**config.mk**
```make
export PLATFORM = sky130hd
export DESIGN_NAME = cswu_top
export DESIGN_NICKNAME = d
export VERILOG_FILES = /design/src/cswu_pkg.sv /design/src/cswu_cnt_if.sv /design/src/cswu_cascade.sv /design/src/cswu_top.sv
export SDC_FILE = /design/constraint.sdc
export NUM_CORES = 1
export LEC_CHECK = 0
export CORE_ASPECT_RATIO = 1.75
export CORE_MARGIN = 8
export CORE_UTILIZATION = 50
export DETAILED_ROUTE_END_ITERATION = 7
export DONT_BUFFER_PORTS = 1
export PLACE_DENSITY = 0.68
export REMOVE_ABC_BUFFERS = 1
export SYNTH_ARGS = -nofsm -noshare
export SYNTH_HDL_FRONTEND = slang
export SYNTH_SLANG_ARGS = --single-unit
```
**constraint.sdc**
```tcl
create_clock -name mclk_i -period 2.5 [get_ports mclk_i]
set_input_delay 0.375 -clock mclk_i [delete_from_list [all_inputs] [get_ports mclk_i]]
set_output_delay 0.375 -clock mclk_i [all_outputs]
set_load 0.01 [all_outputs]
```
**src/cswu_pkg.sv**
```systemverilog
// Constants and types of the clock-switch warm-up counter.
// Assumes nothing of its surroundings; imported by every design file.
package cswu_pkg;

  // ----------------------------------------------------------------
  // Widths
  // ----------------------------------------------------------------
  localparam int CNT_W = 16;
  localparam int BYTE_W = 8;

  // ----------------------------------------------------------------
  // System control two: bit positions and value after reset
  // ----------------------------------------------------------------
  localparam int FAST_OSC_EN_BIT = 7;
  localparam int SLOW_OSC_EN_BIT = 6;
  localparam int CLK_SEL_BIT = 5;
  localparam logic [7:0] SYSCTL_RST = 8'h80;

  // ----------------------------------------------------------------
  // Timer control fields
  // ----------------------------------------------------------------
  localparam int OUT_FLOP_BIT = 7;
  localparam int RUN_BIT = 3;
  localparam int MODE_LSB = 0;
  localparam int SRC_LSB = 4;
  localparam logic [2:0] UPPER_MODE_WARMUP = 3'h5;
  localparam logic [2:0] LOWER_MODE_CASCADE = 3'h3;
  localparam logic [2:0] SRC_CODE_SLOW = 3'h4;
  localparam logic [2:0] SRC_CODE_FAST = 3'h6;
  localparam logic [7:0] CTL_RST = 8'h00;
  localparam logic [15:0] CMP_RST = 16'hffff;

  // ----------------------------------------------------------------
  // Warm-up timing: one compare step is one upper-byte unit.
  // ----------------------------------------------------------------
  localparam int SLOW_CLK_HZ = 32768;
  localparam int FAST_CLK_HZ = 16000000;
  localparam logic [15:0] CMP_MIN = 16'h0100;
  localparam logic [15:0] CMP_MAX = 16'hff00;
  localparam int TICKS_PER_STEP = 2 ** BYTE_W;

  typedef enum logic [1:0] {
    CSWU_SRC_NONE,
    CSWU_SRC_SLOW,
    CSWU_SRC_FAST
  } cswu_src_t;

  function automatic cswu_src_t cswu_src_decode(input logic [7:0] ctl);
    cswu_src_t s;
    s = CSWU_SRC_NONE;
    if (ctl[SRC_LSB +: 3] == SRC_CODE_SLOW) begin
      s = CSWU_SRC_SLOW;
    end else if (ctl[SRC_LSB +: 3] == SRC_CODE_FAST) begin
      s = CSWU_SRC_FAST;
    end
    return s;
  endfunction

endpackage

```
**src/cswu_cnt_if.sv**
```systemverilog
// Link between the control logic and the cascaded warm-up counter.
// Assumes both ends share one clock.
`timescale 1ns/1ps
`default_nettype none
interface cswu_cnt_if;
  import cswu_pkg::*;
  logic tick;
  logic clear;
  logic [BYTE_W-1:0] cmp_hi;
  logic match;
  logic [CNT_W-1:0] count;
  modport ctl (output tick, output clear, output cmp_hi,
               input match, input count);
  modport counter (input tick, input clear, input cmp_hi,
                   output match, output count);
endinterface
`default_nettype wire

```
**src/cswu_cascade.sv**
```systemverilog
// Two byte-wide up-counters chained into one 16-bit warm-up counter.
// Assumes tick is a one-cycle source-clock enable from the control side.
`timescale 1ns/1ps
`default_nettype none
module cswu_cascade
  import cswu_pkg::*;
(
  input wire logic mclk_i,
  input wire logic srst_i,
  input wire logic ce_i,
  cswu_cnt_if.counter cnt
);
  localparam int STAGES = CNT_W / BYTE_W;

  logic [CNT_W-1:0] cnt_q;
  logic [CNT_W-1:0] cnt_d;
  logic [STAGES:0] carry;
  logic hit;

  // ----------------------------------------------------------------
  // Carry chain
  // ----------------------------------------------------------------
  assign carry[0] = 1'b1;
  for (genvar g = 0; g < STAGES; g++) begin : g_stage
    assign cnt_d[g*BYTE_W +: BYTE_W] =
      cnt_q[g*BYTE_W +: BYTE_W] + {{(BYTE_W-1){1'b0}}, carry[g]};
    assign carry[g+1] = carry[g] & (&cnt_q[g*BYTE_W +: BYTE_W]);
  end

  // Only the upper byte takes part in the compare.
  assign hit = (cnt_d[CNT_W-1 -: BYTE_W] == cnt.cmp_hi);
  assign cnt.match = cnt.tick & hit;
  assign cnt.count = cnt_q;

  always_ff @(posedge mclk_i) begin
    if (srst_i) begin
      cnt_q <= '0;
    end else if (ce_i) begin
      if (cnt.clear) begin
        cnt_q <= '0;
      end else if (cnt.tick) begin
        cnt_q <= hit ? '0 : cnt_d;
      end
    end
  end
endmodule
`default_nettype wire

```
**src/cswu_top.sv**
```systemverilog
// Warm-up counter that times oscillator settling on a clock switch.
// Assumes software writes control values through the strobed ports and
// that the source-clock ticks are one-cycle enables synchronous to mclk_i.
//
// What this block does
// - Counting starts only when run bit set.
// - Match clears counter and raises match request.
// - Slow clock: 0100H gives 7.81 ms, FF00H 1.99 s.
// - Fast clock: 0100H gives 16 us, FF00H 4.08 ms.
// - Lower control 43H: slow source, cascade, flop cleared.
// - Lower control 63H: fast source, cascade, flop cleared.
// - Upper control 05H: warm-up mode, flop cleared, stopped.
// - Control two: fast enable 7, slow 6, select 5.
// - Only compare upper byte matters for matching.
// - Lower timer carries into upper timer.
`timescale 1ns/1ps
`default_nettype none
module cswu_top
  import cswu_pkg::*;
(
  input wire logic mclk_i,
  input wire logic srst_i,
  input wire logic ce_i,
  input wire logic slow_tick_i,
  input wire logic fast_tick_i,
  input wire logic lower_ctl_wr_i,
  input wire logic upper_ctl_wr_i,
  input wire logic [7:0] ctl_wdata_i,
  input wire logic lower_cmp_wr_i,
  input wire logic upper_cmp_wr_i,
  input wire logic [7:0] cmp_wdata_i,
  input wire logic sysctl_wr_i,
  input wire logic [7:0] sysctl_wdata_i,
  input wire logic irq_enable_high_i,
  input wire logic irq_ack_i,
  output logic [cswu_pkg::CNT_W-1:0] count_o,
  output logic upper_timer_run_o,
  output logic lower_output_flop_o,
  output logic upper_output_flop_o,
  output logic [7:0] system_control_two_o,
  output logic fast_osc_en_o,
  output logic slow_osc_en_o,
  output logic sysclk_sel_slow_o,
  output logic upper_timer_match_pending_o,
  output logic upper_timer_match_irq_o
);
  import cswu_pkg::*;

  logic [7:0] lower_timer_control_q;
  logic [7:0] upper_timer_control_q;
  logic [7:0] lower_compare_byte_q;
  logic [7:0] upper_compare_byte_q;
  logic [7:0] system_control_two_q;
  logic pending_q;
  logic pending_d;
  logic irq_q;
  logic warmup;
  logic run;
  logic src_tick;
  cswu_src_t src;

  cswu_cnt_if cnt_if ();

  // ----------------------------------------------------------------
  // Timer control and compare registers
  // ----------------------------------------------------------------
  always_ff @(posedge mclk_i) begin
    if (srst_i) begin
      lower_timer_control_q <= CTL_RST;
    end else if (ce_i && lower_ctl_wr_i) begin
      lower_timer_control_q <= ctl_wdata_i;
    end
  end

  always_ff @(posedge mclk_i) begin
    if (srst_i) begin
      upper_timer_control_q <= CTL_RST;
    end else if (ce_i && upper_ctl_wr_i) begin
      upper_timer_control_q <= ctl_wdata_i;
    end
  end

  always_ff @(posedge mclk_i) begin
    if (srst_i) begin
      lower_compare_byte_q <= CMP_RST[7:0];
      upper_compare_byte_q <= CMP_RST[15:8];
    end else if (ce_i) begin
      if (lower_cmp_wr_i) begin
        lower_compare_byte_q <= cmp_wdata_i;
      end
      if (upper_cmp_wr_i) begin
        upper_compare_byte_q <= cmp_wdata_i;
      end
    end
  end

  // ----------------------------------------------------------------
  // System control two
  // ----------------------------------------------------------------
  always_ff @(posedge mclk_i) begin
    if (srst_i) begin
      system_control_two_q <= SYSCTL_RST;
    end else if (ce_i && sysctl_wr_i) begin
      system_control_two_q <= sysctl_wdata_i;
    end
  end

  // ----------------------------------------------------------------
  // Source selection and counting enable
  // ----------------------------------------------------------------
  assign src = cswu_src_decode(lower_timer_control_q);
  assign warmup =
    upper_timer_control_q[MODE_LSB +: 3] == UPPER_MODE_WARMUP &&
    lower_timer_control_q[MODE_LSB +: 3] == LOWER_MODE_CASCADE;
  assign run = upper_timer_control_q[RUN_BIT];

  always_comb begin
    src_tick = 1'b0;
    case (src)
      CSWU_SRC_SLOW: src_tick = slow_tick_i;
      CSWU_SRC_FAST: src_tick = fast_tick_i;
      default: src_tick = 1'b0;
    endcase
  end

  assign cnt_if.tick = ce_i & run & warmup & src_tick;
  // Reconfiguring the lower timer restarts the count from zero.
  assign cnt_if.clear = lower_ctl_wr_i;
  assign cnt_if.cmp_hi = upper_compare_byte_q;

  cswu_cascade u_cascade (
    .mclk_i(mclk_i),
    .srst_i(srst_i),
    .ce_i(ce_i),
    .cnt(cnt_if)
  );

  // ----------------------------------------------------------------
  // Match request: a match in the acknowledge cycle wins.
  // ----------------------------------------------------------------
  assign pending_d = cnt_if.match | (pending_q & ~irq_ack_i);

  always_ff @(posedge mclk_i) begin
    if (srst_i) begin
      pending_q <= 1'b0;
      irq_q <= 1'b0;
    end else if (ce_i) begin
      pending_q <= pending_d;
      irq_q <= pending_d & irq_enable_high_i;
    end
  end

  // ----------------------------------------------------------------
  // Outputs
  // ----------------------------------------------------------------
  assign count_o = cnt_if.count;
  assign upper_timer_run_o = upper_timer_control_q[RUN_BIT];
  assign lower_output_flop_o = lower_timer_control_q[OUT_FLOP_BIT];
  assign upper_output_flop_o = upper_timer_control_q[OUT_FLOP_BIT];
  assign system_control_two_o = system_control_two_q;
  assign fast_osc_en_o = system_control_two_q[FAST_OSC_EN_BIT];
  assign slow_osc_en_o = system_control_two_q[SLOW_OSC_EN_BIT];
  assign sysclk_sel_slow_o = system_control_two_q[CLK_SEL_BIT];
  assign upper_timer_match_pending_o = pending_q;
  assign upper_timer_match_irq_o = irq_q;
endmodule
`default_nettype wire

```
After elaboration in Yosys (flattened, before gate mapping)
Cells that the tools add are included.
W data, S select, Z words.
{"block": "op_classes", "n_addsub": 2, "eq_ne": 7, "n_mux": 6, "bitwise": 8, "reduce_logical": 8}
{"op": "$mux W16", "count": 3}
{"op": "$eq A3 B3 Y1 const B", "count": 3}
{"op": "$add A8 B1 Y8", "count": 1}
{"op": "$add A8 B1 Y8 const B", "count": 1}
{"op": "$eq A8 B8 Y1", "count": 1}
{"op": "$reduce_and A8 Y1", "count": 1}
{"op": "$and A1 B1 Y1", "count": 6}
{"op": "$logic_and A1 B1 Y1", "count": 4}
{"op": "$mux W2", "count": 2}
{"op": "$reduce_and A2 Y1", "count": 2}
{"op": "$eq A3 B2 Y1 const B", "count": 1}
{"op": "$eq A2 B1 Y1 const B", "count": 1}
{"op": "$eq A2 B2 Y1 const B", "count": 1}
{"op": "$pmux W1 S2", "count": 1}
{"op": "$reduce_bool A2 Y1", "count": 1}
{"op": "$not A1 Y1", "count": 1}
{"op": "$or A1 B1 Y1", "count": 1}
{"block": "word_totals", "ff_bits": 50, "inputBits": 36, "out_inout_bits": 32, "elab_cells": 38}

Depth between registers and ports, before layout
{"block": "depth", "ltp_word": 9, "ltp_mapped": 12}

By module
From an unflattened synthesis, not the netlist that was laid out.
{"block": "hier_totals", "hier_cells": 266, "area_unflattened_um2": 2232.1}
{"mod": "cswu_top", "instances": 1, "cells_each": 133, "area_per_inst_um2": 1172.4, "seq_area_each_um2": 600.6}
{"mod": "cswu_cascade", "instances": 1, "cells_each": 133, "area_per_inst_um2": 1059.8, "seq_area_each_um2": 320.3}

Worst setup path before layout
OpenSTA, ideal clock, no wires.
{"block": "synth_timing", "path_type": "reg2reg", "from": "register u_cascade.cnt_q[0] (netlist: u_cascade.cnt.count[0])", "to": "register u_cascade.cnt_q[3] (netlist: u_cascade.cnt.count[3])", "arrival_time_ns": 2.741, "setup_slack_ns": -0.363, "path_stages_with_launch": 12, "period_less_slack_ns": 2.863, "path_cell_list": "dfxtp_1 > ha_1 > nand3_1 > or2_2 > nor2_1 > ha_1 > xor2_1 > a211o_1 > a221oi_2 > a41oi_4 > and3_4 > a221o_1"}
{"block": "synth_between", "elab_chain_cells": 6, "elab_cells_between_ends": 7, "classes_between": "add/sub: 2; eq/ne: 1; mux: 3; reduce/logical: 1"}
{"element": "start, declared", "line": "cswu_cascade.sv:15", "rtl": "logic [CNT_W-1:0] cnt_q;"}
{"element": "start signal, assigned", "line": "cswu_cascade.sv:42", "rtl": "cnt_q <= hit ? '0 : cnt_d;"}
{"element": "$reduce_and A8 Y1", "line": "cswu_cascade.sv:27", "rtl": "assign carry[g+1] = carry[g] & (&cnt_q[g*BYTE_W +: BYTE_W]);"}
{"element": "$add A8 B1 Y8", "line": "cswu_cascade.sv:26", "rtl": "cnt_q[g*BYTE_W +: BYTE_W] + {{(BYTE_W-1){1'b0}}, carry[g]};"}
{"element": "$eq A8 B8 Y1", "line": "cswu_cascade.sv:31", "rtl": "assign hit = (cnt_d[CNT_W-1 -: BYTE_W] == cnt.cmp_hi);"}
{"element": "$mux W16 *", "line": "cswu_cascade.sv:42"}
{"element": "$mux W16 *", "line": "cswu_cascade.sv:41", "rtl": "end else if (cnt.tick) begin"}
{"element": "$mux W16 *", "line": "cswu_cascade.sv:39", "rtl": "if (cnt.clear) begin"}
Mark *: on every way between the ends. The rest lies on a longest branch, timed or not. The select of a mux whose other input is x is not followed.
A chain may end at the register's enable or synchronous reset.

Worst setup path after layout
{"block": "layout_timing", "from": "register u_cascade.cnt_q[1] (netlist: u_cascade.cnt.count[1])", "to": "register u_cascade.cnt_q[6] (netlist: u_cascade.cnt.count[6])"}
The elaborated chain is that of the path after synthesis.

==> key figures <==
Synthesis
  • Post-synth top flop: dfxtp_1
  • Yosys reg bits: 46
  • Synth cell types: 44
  • Avg Cell Area, Syn: 8.39 sq um
  • Mapped Cells: 266
  • EDFF count, synth: 0
  • Synthesized area: 0.00223 sq mm
  • Sequential area share after synthesis: 41.3%
  • Post-synth ARST share: 0%
  • Warnings from Yosys: 0

Floorplan
  • Die H: 104 um
  • Die ar.: 0.00694 sq mm
  • Core area: 0.00436 sq mm
  • I/O pin count: 68
  • Die width: 66.5 um
  • Starting Density: 51.1%
  • Site Rows: 32

Hold path
  • Hold Path Class: input pin to flip-flop
  • Hold depth: 1
  • Hold Crit Start: srst_i
  • Hold Path End: lower_timer_control_q[6]

Cells and area
  • Nets: 322
  • Antenna diode count: 0
  • Area growth from synthesis to layout: 20.5%
  • Ratio of cells with drive above 1 in the final layout: 22.9%
  • Final Util: 61.6%
  • Finished Layout Cells: 335

Global route
  • GR Overflow Total: 0
  • Initial antenna violation count: 0
  • Vias in the first global route: 2059
  • First-pass GRT wire length: 9550 um
  • Largest net degree at the start of global routing: 31
  • Gr usage total: 17.0%

Setup path
  • Crit path launch type: flip-flop
  • CP Max Fanout: 8
  • CP delay by family, top: compound AO/OA/AOI/OAI gates
  • CP required: 2.70 ns
  • Worst setup startpoint: u_cascade.cnt.count[1]
  • Slowest CP cell: dfxtp_2
  • Cells along the critical path: ha_4, nand3_2, or2_4, nor2_4, ha_4, xor2_2, a211o_1, a221oi_4, a41oi_4, and3_4, a221o_1
  • CP Data Arrival Time: 2.85 ns
  • Worst R2R Start: u_cascade.cnt.count[1]
  • Worst r2r dst: u_cascade.cnt.count[6]
  • Crit path top cell by count: ha_4
  • Reg-to-reg slack, setup: -0.15 ns
  • Number of cells on the worst reg-to-reg path: 11
  • Slowest Stage Delay on Critical Path: 0.36 ns
  • Critical path class: flip-flop to flip-flop
  • Crit end category: flip-flop
  • CP Buf/Inv Count: 0

Power and ir drop
  • Pwr Density: 538 mW/mm^2
  • Sequential power share: 53.9%
  • Sw frac: 24.1%
  • Max VDD drop: 0.441 mV
  • Clk network pwr share: 39.4%
  • Cell internal pwr: 0.00110 W
  • Switch Pwr: 0.000349 W
  • Total Power: 0.00145 W
  • Logic pwr share: 6.7%
  • Static leakage: 0.972 nW

Drt
  • Final ANT Viol Nets: 0
  • Routed wire length per instance: 17.5 um
  • Routed wire length: 5850 um
  • Pre-antenna DRT Iters: 4
  • Vias: 1974
  • Iteration-0 DRC Markers: 86
  • Via density: 5.89
  • # DRC: 0

Job
  • Max-cap violations: 0

CTS
  • Max Root-Sink Buffers: 2
  • Num CTS Buffers: 5
  • CTS Root Cell: clkbuf_8
  • Hold buffer count at cts: 0
  • TritonCTS clock tree: done
  • Clock Pin Slew Worst Setup and Hold Paths: 0.09 ns
  • H-Tree Depth: 2
  • Worst-Skew Late Latency: 0.30 ns
  • Clock Sinks: 46

Place
  • Cell count after placement: 318
  • Detailed Place HPWL: 4180 um
  • PortBufs: 0
  • RePlAce Congestion: 0.772

Timing
  • Setup TNS: -1.64 ns
  • Fmax: 0.377 GHz
  • Final Max Slew Viols: 0
  • Slew @ Worst Pin: 0.868 ns
  • Final Critical Period: 2.65 ns
  • Relative slew slack: 41.7%
  • Final hold slack: 0.122 ns
  • Final setup fails: 14
  • Clock skew: 0.00331 ns
  • Final Hold Fails: 0
  • Tcrit/Tclk final: 106%
  • Final worst setup slack: -0.155 ns
  • RSZ-0062 raised after global routing: true

Outcome
  • Failing checks: negative setup slack
  • Outcome: finished with violations
==> timing repair <==
item	in CTS	in global routing
buffers inserted	6	1
setup endpoints to repair	18	17
cloned	1	0
gates resized for setup	25	8
pin swaps	14	5
==> power groups by stage <==
| stage | clock (W) | combinational [W] | sequential (W) |
|---|---|---|---|
| floorplan | 0 | 0.0000681 | 0.000790 |
| global placement | 0 | 0.0000827 | 0.000795 |
| detailed placement | 0 | 0.0000846 | 0.000796 |
| CTS | 0.000581 | 0.0000923 | 0.000779 |
| global route | 0.000608 | 0.000107 | 0.000782 |
| finish | 0.000569 | 0.0000974 | 0.000779 |
==> flip-flops by register name, indices dropped and copies added, names as in the netlist <==
signal	cells
u_cascade.cnt.count	16
lower_timer_control_q	7
system_control_two_o	8
upper_timer_control_q	5
cnt_if.cmp_hi	8
upper_timer_match_irq_o	1
upper_timer_match_pending_o	1
==> worst register-to-register path, stage by stage (launching register included) <==
cell and delay [ns]:
dfxtp_2 0.36, ha_4 0.14, nand3_2 0.07, or2_4 0.26, nor2_4 0.16, ha_4 0.17
xor2_2 0.07, a211o_1 0.27, a221oi_4 0.34, a41oi_4 0.22, and3_4 0.23, a221o_1 0.28
==> per-layer routing <==
metal	global-route usage, %	vias to the layer above	wire (um)
met4	7.37	0	73
li1	-	987	-
met1	16.5	925	2160
met2	30.2	56	3150
met5	0	-	0
met3	6.58	6	472
==> synthesized netlist by cell type (all sizes together), types with 2 or more instances <==
| cell | number | area share (%) |
|---|---|---|
| a221o | 2 | 0.90 |
| o2111ai | 3 | 1.2 |
| xor2 | 5 | 2.0 |
| o21ai | 5 | 1.1 |
| nand3 | 40 | 9.0 |
| mux2i | 2 | 0.90 |
| a32oi | 2 | 0.79 |
| inv | 5 | 0.84 |
| clkbuf | 12 | 2.0 |
| nand4 | 6 | 1.7 |
| a21oi | 22 | 4.9 |
| o31ai | 4 | 2.0 |
| or2 | 2 | 0.56 |
| and4 | 3 | 1.2 |
| buf | 6 | 2.0 |
| o22ai | 2 | 0.56 |
| ha | 3 | 1.7 |
| dfxtp | 46 | 41 |
| nor2b | 2 | 0.56 |
| nor2 | 6 | 1.0 |
| a31oi | 2 | 0.56 |
| nand2b | 2 | 0.56 |
| and3 | 5 | 1.6 |
| nand4b | 2 | 0.79 |
| nand2 | 48 | 8.1 |
| xnor2 | 8 | 3.1 |
| and2 | 3 | 0.84 |
| a22o | 2 | 0.79 |
| a41oi | 5 | 2.8 |
==> how the worst max path moves through the flow <==
stage | end | cells past startpoint
2_1_floorplan | u_cascade.cnt.count[3] | 11
3_3_place_gp | u_cascade.cnt.count[10] | 12
3_5_place_dp | u_cascade.cnt.count[15] | 12
4_1_cts | u_cascade.cnt.count[3] | 11
5_1_grt | u_cascade.cnt.count[12] | 12
6_report | u_cascade.cnt.count[6] | 11
==> cells in the final DEF, fill, tap and decap left out, drive strengths merged, types with 6 or more instances in the layout <==
master and count:
a21oi 22, buf 27, clkbuf 6, dfxtp 46
inv 6, nand2 48, nand3 40, nand4 6
nor2 6, xnor2 8
==> cell families (layout without fill, tap and decap cells) <==
kind of cell    after synthesis  count (layout)  synth area share [%]
compound gates               54              54                  18.1
xor+xnor                     13              13                  5.10
fa+ha+maj                     3               3                  1.68
buf+inv                      23              41                  4.88
flops                        46              46                  41.3
mux                           2               2                 0.897
simple gates                125             125                  28.1
==> layout make-up <==
class,instances,area (sq um)
Fill cell,400,1680
Multi-Input combinational cell,197,1360
Sequential cell,46,923
Timing Repair Buffer,28,211
Clock buffer,5,68.8
Tap cell,51,63.8
Clock inverter,3,43.8
Inverter,5,18.8
==> through the flow <==
step                setup slack [ns]  area (sq um)
finish                        -0.155          2690
global route                  -0.285          2690
CTS                           -0.119          2640
detailed placement            -0.388          2350
global placement              -0.345          2350
floorplan                     -0.461          2140
Power figures use the tool's default switching activity.
